<file path="config.mk">
export PLATFORM = sky130hd
export DESIGN_NAME = hfo_fan_regs
export DESIGN_NICKNAME = d
export VERILOG_FILES = /design/src/shared/hfo_pkg.sv /design/src/rtl/hfo_fan_regs.sv
export SDC_FILE = /design/constraint.sdc
export NUM_CORES = 1
export LEC_CHECK = 0
export ABC_CLOCK_PERIOD_IN_PS = 7100
export CORE_MARGIN = 3
export CORE_UTILIZATION = 55
export CTS_BUF_LIST = sky130_fd_sc_hd__clkbuf_8
export DETAILED_ROUTE_END_ITERATION = 16
export DONT_BUFFER_PORTS = 1
export PLACE_DENSITY = 0.74
export SETUP_SLACK_MARGIN = 0.2
export SLEW_MARGIN = 15
export SYNTH_ARGS = -nofsm -noshare
export SYNTH_HDL_FRONTEND = slang
export SYNTH_SLANG_ARGS = --single-unit
</file>
<file path="constraint.sdc">
create_clock -name ref_clk -period 7.1 [get_ports ref_clk]
set_clock_uncertainty 0.15 [all_clocks]
set_input_delay 1.065 -clock ref_clk [delete_from_list [all_inputs] [get_ports ref_clk]]
set_output_delay 1.065 -clock ref_clk [all_outputs]
set_load 0.02 [all_outputs]
</file>
<file path="src/shared/hfo_pkg.sv">
// Constants, field layouts and carrier types for the fan output register block.
// Assumes a single 25 MHz clock domain and host I/O cycles presented as strobes.
package hfo_pkg;

  // ----------------------------------------------------------------
  // Host port decode
  // ----------------------------------------------------------------
  localparam logic [15:0] PORT_INDEX_OFS = 16'h0005;
  localparam logic [15:0] PORT_DATA_OFS = 16'h0006;

  // ----------------------------------------------------------------
  // Register indexes
  // ----------------------------------------------------------------
  localparam logic [6:0] IDX_SYS_FREQ = 7'h00;
  localparam logic [6:0] IDX_SYS_VALUE = 7'h01;
  localparam logic [6:0] IDX_CPU_FREQ = 7'h02;
  localparam logic [6:0] IDX_CPU_VALUE = 7'h03;
  localparam logic [6:0] IDX_FAN_CFG = 7'h04;
  localparam logic [6:0] IDX_SYS_TARGET = 7'h05;
  localparam logic [6:0] IDX_CPU_TARGET = 7'h06;
  localparam logic [6:0] IDX_BANK_SEL = 7'h4e;
  localparam logic [6:0] IDX_GLOBAL_LAST = 7'h4f;

  // ----------------------------------------------------------------
  // Reset values and masks
  // ----------------------------------------------------------------
  localparam logic [7:0] FREQ_RESET = 8'h04;
  localparam logic [7:0] FAN_CFG_RESET = 8'h01;
  localparam logic [7:0] FAN_CFG_MASK = 8'h3f;
  localparam logic [7:0] INDEX_MASK = 8'h7f;
  localparam logic [7:0] ZERO_BYTE = 8'h00;
  localparam logic [7:0] BANK_RESET = 8'h00;

  // ----------------------------------------------------------------
  // Field positions
  // ----------------------------------------------------------------
  localparam int FREQ_CLK_SEL_BIT = 7;
  localparam int CFG_CPU_TYPE_BIT = 1;
  localparam int CFG_SYS_TYPE_BIT = 0;
  localparam int CFG_CPU_MODE_LSB = 4;
  localparam int CFG_SYS_MODE_LSB = 2;
  localparam int DC_VALUE_LSB = 2;

  // ----------------------------------------------------------------
  // Timing: source clocks synthesised from the 25 MHz reference
  // ----------------------------------------------------------------
  localparam int REF_CLK_HZ = 25000000;
  localparam int FAST_SRC_HZ = 24000000;
  localparam int SLOW_SRC_HZ = 180000;
  // Phase accumulator increments for a 24-bit NCO.
  localparam logic [23:0] FAST_INC =
    24'((64'(FAST_SRC_HZ) << 24) / 64'(REF_CLK_HZ));
  localparam logic [23:0] SLOW_INC =
    24'((64'(SLOW_SRC_HZ) << 24) / 64'(REF_CLK_HZ));
  localparam logic [7:0] PWM_TOP = 8'hfe;

  // ----------------------------------------------------------------
  // Types
  // ----------------------------------------------------------------
  typedef enum logic [1:0] {
    HFO_MODE_MANUAL = 2'h0,
    HFO_MODE_THERMAL = 2'h1,
    HFO_MODE_SPEED = 2'h2,
    HFO_MODE_AUTO = 2'h3
  } hfo_mode_t;

  typedef struct packed {
    logic clk_sel;
    logic [6:0] prescale;
  } hfo_freq_t;

  typedef struct packed {
    logic rd;
    logic wr;
    logic [15:0] addr;
    logic [7:0] wdata;
  } hfo_io_req_t;

  typedef struct packed {
    logic dc_mode;
    logic pwm;
    logic [5:0] dc_level;
  } hfo_drive_t;

endpackage : hfo_pkg

</file>
<file path="src/rtl/hfo_fan_regs.sv">
// Index/data register access for the monitor and the two fan drive outputs.
// Assumes host I/O cycles arrive as one-cycle read/write strobes on ref_clk,
// and the strap pin is asynchronous to ref_clk.
// Limitation: the automatic control modes are decoded only; no loop runs here.
`timescale 1ns/1ns
module hfo_fan_regs (
  // Clock and reset
  input wire logic ref_clk,
  input wire logic reset,
  // Base address configuration
  input wire logic [7:0] base_high_byte_cfg,
  input wire logic [7:0] base_low_byte_cfg,
  // Host I/O cycle
  input wire hfo_pkg::hfo_io_req_t io_req,
  output logic io_hit,
  output logic [7:0] io_rdata,
  // Strap that sets the output value reset level
  input wire logic [7:0] fan_set_strap,
  // Fan drives
  output logic system_fan_drive,
  output logic processor_fan_drive,
  output logic [5:0] system_fan_dc_level,
  output logic [5:0] processor_fan_dc_level,
  output logic system_drive_is_dc,
  output logic processor_drive_is_dc,
  // Mode fields for the automatic control logic, and the bank select
  output hfo_pkg::hfo_mode_t system_drive_mode_field,
  output hfo_pkg::hfo_mode_t processor_drive_mode_field,
  output logic [7:0] bank_select
);

  // ----------------------------------------------------------------
  // Registers
  // ----------------------------------------------------------------
  // The frequency registers are split into clock select and divider fields
  // by their packed type, so the channels below never slice them by number.
  logic [6:0] index_pointer;
  logic [7:0] bank;
  hfo_pkg::hfo_freq_t sys_fan_pwm_freq;
  hfo_pkg::hfo_freq_t cpu_fan_pwm_freq;
  logic [7:0] sys_fan_output_value;
  logic [7:0] cpu_fan_output_value;
  logic [7:0] fan_config_one;
  logic [7:0] sys_target_temp_speed;
  logic [7:0] cpu_target_temp_speed;
  logic [15:0] base_addr;
  logic hit_index;
  logic hit_data;
  logic data_wr;
  logic [7:0] next_rdata;

  // ----------------------------------------------------------------
  // Strap capture
  // ----------------------------------------------------------------
  logic [7:0] strap_s1;
  logic [7:0] strap_s2;
  logic [7:0] strap_s3;
  logic strap_loaded;

  // The strap is off-domain; three stages, taken only when the last two agree.
  always_ff @(posedge ref_clk) begin
    strap_s1 <= fan_set_strap;
    strap_s2 <= strap_s1;
    strap_s3 <= strap_s2;
  end

  // Reset may not load a port value, so the strap is loaded once after release.
  // The load waits for two agreeing stages, so a strap that is still moving
  // at release delays the load by a cycle instead of capturing a half value.
  // The strap is never sampled again until the next reset.
  always_ff @(posedge ref_clk) begin
    if (reset) begin
      strap_loaded <= 1'b0;
    end else if (strap_s2 == strap_s3) begin
      strap_loaded <= 1'b1;
    end
  end

  // ----------------------------------------------------------------
  // Host decode
  // ----------------------------------------------------------------
  // The base comes from configuration logic on this clock, so it is used as is.
  // Both ports compare all sixteen address bits; aliases never answer.
  // io_hit is combinational so that the host cycle can be claimed at once.
  assign base_addr = {base_high_byte_cfg, base_low_byte_cfg};
  assign hit_index = (io_req.addr == base_addr + hfo_pkg::PORT_INDEX_OFS);
  assign hit_data = (io_req.addr == base_addr + hfo_pkg::PORT_DATA_OFS);
  assign io_hit = (io_req.rd | io_req.wr) & (hit_index | hit_data);
  assign data_wr = io_req.wr & hit_data;

  // Returns true when the pointer reaches a global index.
  function automatic logic is_global(input logic [6:0] idx);
    is_global = (idx <= hfo_pkg::IDX_GLOBAL_LAST);
  endfunction : is_global

  // Pointer keeps only bits 6:0; bit 7 is dropped on write.
  // Indexes 80h-FFh cannot be reached, so they need no decode.
  always_ff @(posedge ref_clk) begin
    if (reset) begin
      index_pointer <= 7'h00;
    end else if (io_req.wr && hit_index) begin
      index_pointer <= io_req.wdata[6:0];
    end
  end

  // Bank select register.
  // All implemented indexes are global, so the bank only reads back here
  // and is offered to the banked register files outside this block.
  always_ff @(posedge ref_clk) begin
    if (reset) begin
      bank <= hfo_pkg::BANK_RESET;
    end else if (data_wr && index_pointer == hfo_pkg::IDX_BANK_SEL) begin
      bank <= io_req.wdata;
    end
  end
  assign bank_select = bank;

  // Bank 0 fan registers; all sit below 50h so every bank reaches them.
  // Config bits 7:6 are masked on write and on read, so they always read zero.
  always_ff @(posedge ref_clk) begin
    if (reset) begin
      sys_fan_pwm_freq <= hfo_pkg::FREQ_RESET;
      cpu_fan_pwm_freq <= hfo_pkg::FREQ_RESET;
      fan_config_one <= hfo_pkg::FAN_CFG_RESET;
      sys_target_temp_speed <= hfo_pkg::ZERO_BYTE;
      cpu_target_temp_speed <= hfo_pkg::ZERO_BYTE;
    end else if (data_wr && is_global(index_pointer)) begin
      case (index_pointer)
        hfo_pkg::IDX_SYS_FREQ: sys_fan_pwm_freq <= io_req.wdata;
        hfo_pkg::IDX_CPU_FREQ: cpu_fan_pwm_freq <= io_req.wdata;
        hfo_pkg::IDX_FAN_CFG: fan_config_one <= io_req.wdata & hfo_pkg::FAN_CFG_MASK;
        // Bit 7 stays writable: in speed mode it is part of the count.
        hfo_pkg::IDX_SYS_TARGET: sys_target_temp_speed <= io_req.wdata;
        hfo_pkg::IDX_CPU_TARGET: cpu_target_temp_speed <= io_req.wdata;
        default: ;
      endcase
    end
  end

  // Output values: strap level after reset, then host writes.
  // The strap load outranks a host write in its one cycle; no host cycle
  // can arrive that early, as the first one follows some cycles later.
  always_ff @(posedge ref_clk) begin
    if (reset) begin
      sys_fan_output_value <= hfo_pkg::ZERO_BYTE;
      cpu_fan_output_value <= hfo_pkg::ZERO_BYTE;
    end else if (!strap_loaded && strap_s2 == strap_s3) begin
      sys_fan_output_value <= strap_s3;
      cpu_fan_output_value <= strap_s3;
    end else if (data_wr && index_pointer == hfo_pkg::IDX_SYS_VALUE) begin
      sys_fan_output_value <= io_req.wdata;
    end else if (data_wr && index_pointer == hfo_pkg::IDX_CPU_VALUE) begin
      cpu_fan_output_value <= io_req.wdata;
    end
  end

  // Read mux; reserved bits and unimplemented indexes read zero.
  // The mux is built from the index port decode and the pointer; the strobe only gates the capture
  // below, so a missed cycle leaves the last read data standing.
  always_comb begin
    next_rdata = hfo_pkg::ZERO_BYTE;
    if (hit_index) begin
      next_rdata = {1'b0, index_pointer};
    end else begin
      case (index_pointer)
        hfo_pkg::IDX_SYS_FREQ: next_rdata = sys_fan_pwm_freq;
        hfo_pkg::IDX_SYS_VALUE: next_rdata = sys_fan_output_value;
        hfo_pkg::IDX_CPU_FREQ: next_rdata = cpu_fan_pwm_freq;
        hfo_pkg::IDX_CPU_VALUE: next_rdata = cpu_fan_output_value;
        hfo_pkg::IDX_FAN_CFG: next_rdata = fan_config_one & hfo_pkg::FAN_CFG_MASK;
        hfo_pkg::IDX_SYS_TARGET: next_rdata = sys_target_temp_speed;
        hfo_pkg::IDX_CPU_TARGET: next_rdata = cpu_target_temp_speed;
        hfo_pkg::IDX_BANK_SEL: next_rdata = bank;
        default: next_rdata = hfo_pkg::ZERO_BYTE;
      endcase
    end
  end

  // Read data is registered; it is valid the cycle after the read strobe.
  // Registering costs one cycle of latency but keeps the bus output glitch free.
  always_ff @(posedge ref_clk) begin
    if (reset) begin
      io_rdata <= hfo_pkg::ZERO_BYTE;
    end else if (io_req.rd && (hit_index || hit_data)) begin
      io_rdata <= next_rdata;
    end
  end

  // ----------------------------------------------------------------
  // Mode fields
  // ----------------------------------------------------------------
  // Code 11 is passed through for the system fan but has no function there.
  // The fields are only carried out to the automatic control logic; the
  // drives below run from the output values in every mode.
  assign processor_drive_mode_field =
    hfo_pkg::hfo_mode_t'(fan_config_one[hfo_pkg::CFG_CPU_MODE_LSB +: 2]);
  assign system_drive_mode_field =
    hfo_pkg::hfo_mode_t'(fan_config_one[hfo_pkg::CFG_SYS_MODE_LSB +: 2]);

  // ----------------------------------------------------------------
  // Source clock ticks
  // ----------------------------------------------------------------
  // The 24 MHz and 180 KHz sources are approximated by NCOs on the 25 MHz
  // reference; jitter of one reference cycle is the price of one clock.
  // The error does not build up, so the PWM period is exact in the mean
  // and off by one reference cycle at worst.
  logic [23:0] fast_acc;
  logic [23:0] slow_acc;
  logic fast_tick;
  logic slow_tick;
  logic [24:0] fast_sum;
  logic [24:0] slow_sum;
  assign fast_sum = {1'b0, fast_acc} + {1'b0, hfo_pkg::FAST_INC};
  assign slow_sum = {1'b0, slow_acc} + {1'b0, hfo_pkg::SLOW_INC};

  // Phase accumulators; the carry out is the source tick.
  always_ff @(posedge ref_clk) begin
    if (reset) begin
      fast_acc <= 24'h000000;
      slow_acc <= 24'h000000;
      fast_tick <= 1'b0;
      slow_tick <= 1'b0;
    end else begin
      fast_acc <= fast_sum[23:0];
      slow_acc <= slow_sum[23:0];
      fast_tick <= fast_sum[24];
      slow_tick <= slow_sum[24];
    end
  end

  // ----------------------------------------------------------------
  // PWM channels
  // ----------------------------------------------------------------
  logic [6:0] sys_pre;
  logic [6:0] cpu_pre;
  logic [7:0] sys_cnt;
  logic [7:0] cpu_cnt;
  logic sys_dc_sel;
  logic cpu_dc_sel;

  // Output type bits, named once so every user agrees on their sense.
  assign sys_dc_sel = fan_config_one[hfo_pkg::CFG_SYS_TYPE_BIT];
  assign cpu_dc_sel = fan_config_one[hfo_pkg::CFG_CPU_TYPE_BIT];

  // True when the prescaler has counted the last source tick of a step.
  // A zero divider wraps on every tick, the same as a divider of one.
  function automatic logic pre_wrap(input logic [6:0] pre, input logic [6:0] div);
    pre_wrap = (pre + 7'h01 >= div);
  endfunction : pre_wrap

  // Selects the source tick from the clock select bit.
  function automatic logic src_tick(input hfo_pkg::hfo_freq_t f, input logic ft,
                                    input logic st);
    src_tick = f.clk_sel ? st : ft;
  endfunction : src_tick

  // Prescaler then 256-step period counter, as one concern per channel.
  // Counters freeze in DC mode, so a return to PWM resumes mid-period.
  always_ff @(posedge ref_clk) begin
    if (reset) begin
      sys_pre <= 7'h00;
      sys_cnt <= 8'h00;
    end else if (!sys_dc_sel &&
                 src_tick(sys_fan_pwm_freq, fast_tick, slow_tick)) begin
      // A zero prescaler behaves as one; software must not use it.
      if (pre_wrap(sys_pre, sys_fan_pwm_freq.prescale)) begin
        sys_pre <= 7'h00;
        sys_cnt <= sys_cnt + 8'h01;
      end else begin
        sys_pre <= sys_pre + 7'h01;
      end
    end
  end

  // Same structure for the CPU channel.
  // It shares the source ticks, so both channels stay in step on one source.
  always_ff @(posedge ref_clk) begin
    if (reset) begin
      cpu_pre <= 7'h00;
      cpu_cnt <= 8'h00;
    end else if (!cpu_dc_sel &&
                 src_tick(cpu_fan_pwm_freq, fast_tick, slow_tick)) begin
      if (pre_wrap(cpu_pre, cpu_fan_pwm_freq.prescale)) begin
        cpu_pre <= 7'h00;
        cpu_cnt <= cpu_cnt + 8'h01;
      end else begin
        cpu_pre <= cpu_pre + 7'h01;
      end
    end
  end

  // Duty of value/255: high while count < value, FFh forced fully high.
  // Values below FFh give value/256, within half a percent of value/255.
  function automatic logic duty_high(input logic [7:0] cnt, input logic [7:0] val);
    duty_high = (val == 8'hff) || (cnt < val && cnt <= hfo_pkg::PWM_TOP);
  endfunction : duty_high

  // Registered drive outputs; in DC mode the pin carries no PWM wave.
  // DC levels keep only the upper six bits; the two low bits are reserved.
  always_ff @(posedge ref_clk) begin
    if (reset) begin
      system_fan_drive <= 1'b0;
      processor_fan_drive <= 1'b0;
      system_fan_dc_level <= 6'h00;
      processor_fan_dc_level <= 6'h00;
      system_drive_is_dc <= 1'b1;
      processor_drive_is_dc <= 1'b0;
    end else begin
      system_drive_is_dc <= sys_dc_sel;
      processor_drive_is_dc <= cpu_dc_sel;
      system_fan_drive <= !sys_dc_sel &&
                          duty_high(sys_cnt, sys_fan_output_value);
      processor_fan_drive <= !cpu_dc_sel &&
                             duty_high(cpu_cnt, cpu_fan_output_value);
      system_fan_dc_level <= sys_dc_sel ?
        sys_fan_output_value[7:hfo_pkg::DC_VALUE_LSB] : 6'h00;
      processor_fan_dc_level <= cpu_dc_sel ?
        cpu_fan_output_value[7:hfo_pkg::DC_VALUE_LSB] : 6'h00;
    end
  end

endmodule : hfo_fan_regs

</file>
After elaboration in Yosys (flattened, before gate mapping)
Index checks and enable logic that the tools add are counted.
{ "totals": {"reg_bits": 198, "out_inout_bits": 37, "in_bits": 52} }
{ "op_classes": {"bitwise_logic": 6, "addsub": 8, "n_eq_ne": 13, "reduce_logical": 32, "mux": 11, "n_lt_le_gt_ge": 7} }
{ "ops": {"columns": ["operator", "n"], "rows": [
  ["$pmux 8 s8", 1],
  ["$mux 8", 6],
  ["$add 16x3->16 const B", 2],
  ["$eq 16x16->1", 2],
  ["$add 24x17->25 const B", 1],
  ["$add 24x24->25 const B", 1],
  ["$eq 7x3->1 const B", 3],
  ["$add 8x1->8 const B", 2],
  ["$eq 8x8->1 const B", 2],
  ["$le 8x8->1 const B", 2],
  ["$lt 8x8->1", 2],
  ["$reduce_and 2->1", 8],
  ["$add 7x1->7 const B", 2],
  ["$eq 7x2->1 const B", 2],
  ["$ge 7x7->1", 2],
  ["$mux 7", 2],
  ["$logic_and 1x1->1", 13],
  ["$eq 8x8->1", 1],
  ["$eq 7x1->1 const B", 1],
  ["$eq 7x7->1 const B", 1],
  ["$le 7x7->1 const B", 1],
  ["$logic_not 7->1", 1],
  ["$reduce_bool 2->1", 2],
  ["$reduce_or 2->1", 2],
  ["7 further kinds", 15]
]} }

Depth between registers and ports, before layout
{ "logic_depth": {"depth_word": 7, "mapped_depth": 13, "ltp_nobuf": 10} }

Worst setup path after synthesis
OpenSTA, ideal clock, no wires.
{ "synth_path": {"kind": "in2out", "startpoint": "input port base_low_byte_cfg[2]", "endpoint": "output port io_hit", "t_arrival_ns": 3.225, "stages": 10, "path_slack_ns": 2.660, "n_path_buf": 1, "path_cell_list": "buf_2 inv_1 ha_1 a21oi_1 mux2_2 o22ai_1 nor2_1 nor4_1 nor2_1 a21oi_1"} }
{ "synth_via": {"elab_chain_len": 4} }
{ "synth_lines": {"columns": ["item", "line", "rtl"], "rows": [
  ["from (decl)", "hfo_fan_regs.sv:12", "input wire logic [7:0] base_low_byte_cfg,"],
  ["$add 16x3->16, on equally long branches", "hfo_fan_regs.sv:86, hfo_fan_regs.sv:87", null],
  ["$eq 16x16->1, on equally long branches", "hfo_fan_regs.sv:86, hfo_fan_regs.sv:87", null],
  ["$or 1x1->1 (*)", "hfo_fan_regs.sv:88", "assign io_hit = (io_req.rd | io_req.wr) & (hit_index | hit_data);"],
  ["$and 1x1->1 (*)", "hfo_fan_regs.sv:88", null],
  ["to (decl)", "hfo_fan_regs.sv:15", "output logic io_hit,"]
]} }
Mark *: on every way between the ends. The rest lies on a longest branch, timed or not.

Worst setup path after layout
Same ends and word-level chain as after synthesis.

==> qor.csv <==
metric,value,unit
ys_warn_count,0,
hold_depth,0,
clkSlewWorstSetupHoldPaths,90,ps
cts-resized-gates,0,
cts_hold_buf,0,
diodes,0,
dp_cells,1243,
worstSetupEndpointType,output port,
syn_avg_cell_area,8.98,sq um
grt_pass1_vias,6949,
rrSetupSlack,4240,ps
cts_setup_buffers,0,
status,"finished, final reports clean",
cap_violations,0,
report.final.slew_viol_count,0,
p_leak,3.98,nW
synth-seq-cells,198,
synthArstFlopShare,0,%
vias,7515,
multi_input_area,5230,sq um
clock_latency,480,ps
cp.arrival,3500,ps
area_growth_syn_to_layout,4.40,%
vias_per_cell,5.89,
synth_xor_xnor_area_share,8.37,%
yosysTopAreaCell,dfxtp_1,
seq_area_frac_synth,41.2,%
hold_class,flip-flop to flip-flop,
antenna_found_initial,0,
synth_area_leaders,"dfxtp_1 (41%), nor2_1 (5.1%), xor2_1 (5.1%)",
vdd_ir_drop_max,0.214,mV
fmax,212,MHz
netlist_instances,1073,
totalWireLength,21500,um
pin_count,89,
clockBufferDepth,2,
rows,47,
slew_headroom,33.4,%
cts_root_buffer,clkbuf_8,
crit_slowest_cell,nor4_1,
setup_viol,0,
synth_edf_count,0,
top_regs,"fast_acc: 24 flops, slow_acc: 24 flops",
worst_pin_slew,996,ps
io_buffers,0,
synth_common_cells,"dfxtp_1 (198), nor2_1 (132), xor2_1 (56), nand2_1 (55), inv_1 (48)",
initial_core_util,57.1,%
final_nets,1133,
seq_area,3960,sq um
drive_above_1_share,6.07,%
fp.dieW,138,um
synth_area,9630,sq um
crit_required,5880,ps
critPathMaxStageDelay,510,ps
worst_hold_slack,184,ps
cp_max_fo,10,
cts.sinks,198,
synth.most_common_cell,dfxtp_1,
yosys-mux-area-fraction,5.40,%
synth_cell_types,68,
drc,0,
stdcell_count,1275,
drtPass1Iterations,6,
synth_fa_ha_area_share,5.07,%
core-area,16900,sq um
wire_per_inst,16.9,um
synth_simple_gate_area_share,21.0,%
cp-start-kind,input port,
cts_buffers,17,
synth_top_flop_cell,dfxtp_1,
pwr_density_cell,225,nW/um^2
final_hold_viol_count,0,
grt_max_degree,146,
reg2reg_depth,5,
rsz0062_at_grt,false,
first_iter_violations,606,
fin_setup_tns,0,ps
dp_hpwl,15500,um
synth_compound_area_share,14.4,%
synth.top_cell.area_share,41.2,%
gp_congestion,0.887,
post-route-min-period,4710,ps
finalCritPeriodShare,66.4,%
htree_levels,4,
syn_nets,1164,
fill_cells,1457,
dieHeight,138,um
crit_chain,inv_1 -> ha_1 -> a21oi_1 -> mux2_2 -> o22ai_1 -> nor2_1 -> nor4_1 -> nor2_1 -> a21oi_1,
synth_top_family_by_area,simple AND/OR/NAND/NOR gates,
grtUsageTotal,22.3,%
grt_pass1_wl,35500,um
cts_tree,built,
ant_nets,0,
die_area,19100,sq um
fin_util,59.6,%
worstSetupPathType,input port to output port,
grt.overflow.total,0,
power,2.27,mW
## per-stage QoR
| step | worst slack (ps) | instance area [sq um] |
|---|---|---|
| 3_3_place_gp | 2460 | 9690 |
| 6_report | 2390 | 10100 |
| 2_1_floorplan | 2660 | 9630 |
| 3_5_place_dp | 2470 | 9690 |
| 5_1_grt | 2270 | 10100 |
| 4_1_cts | 2460 | 10100 |
## layout by cell type (no fill, tap or decap), types with 32 or more instances in the layout
master / count
nand2_1: 55
a21oi_1: 40
dfxtp_1: 198
xnor2_1: 36
xor2_1: 56
nor2_1: 132
inv_1: 51
o21ai_0: 32
ha_1: 39
mux2i_1: 43
## final timing paths
| check | startpoint | to |
|---|---|---|
| max | base_low_byte_cfg[2] | io_hit |
| min | strap_s1[5]$_DFF_P_ | strap_s2[5]$_DFF_P_ |
| max reg2reg | index_pointer[3]$_SDFFE_PP0P_ | cpu_fan_pwm_freq[3]$_SDFFE_PP0P_ |
| min reg2reg | strap_s1[5]$_DFF_P_ | strap_s2[5]$_DFF_P_ |
## area by class of cell
type	count	area share, %
Clock inverter	15	1.32
Multi-Input combinational cell	771	52.0
Inverter	48	1.79
Clock buffer	17	2.33
Sequential cell	198	39.4
Timing Repair Buffer	6	0.448
Tap cell	220	2.74
## where the power goes
part	internal [mW]	switching (mW)
Combinational	0.157	0.170
Clock	0.280	0.400
Sequential	1.19	0.0682
Total	1.63	0.639
## cell families (layout without fill, tap and decap cells)
family | after synthesis | after routing
simple gates | 386 | 386
compound gates | 203 | 203
flops | 198 | 198
buf+inv | 104 | 86
xor+xnor | 92 | 92
mux | 51 | 51
fa+ha+maj | 39 | 39
## routing by layer
layer	vias up	wire length (um)	track usage, %
li1	3746	-	-
met1	3494	10100	31.3
met2	233	9570	34.2
met3	42	1420	5.63
met4	0	388	6.34
met5	-	0	0
## critical path: cells and delay by family
family | cells | cell delay (ps)
simple gates | 3 | 680
buf+inv | 1 | 30
fa+ha+maj | 1 | 170
compound gates | 3 | 1140
mux | 1 | 400
No activity file was read; power rests on OpenSTA's default activity.
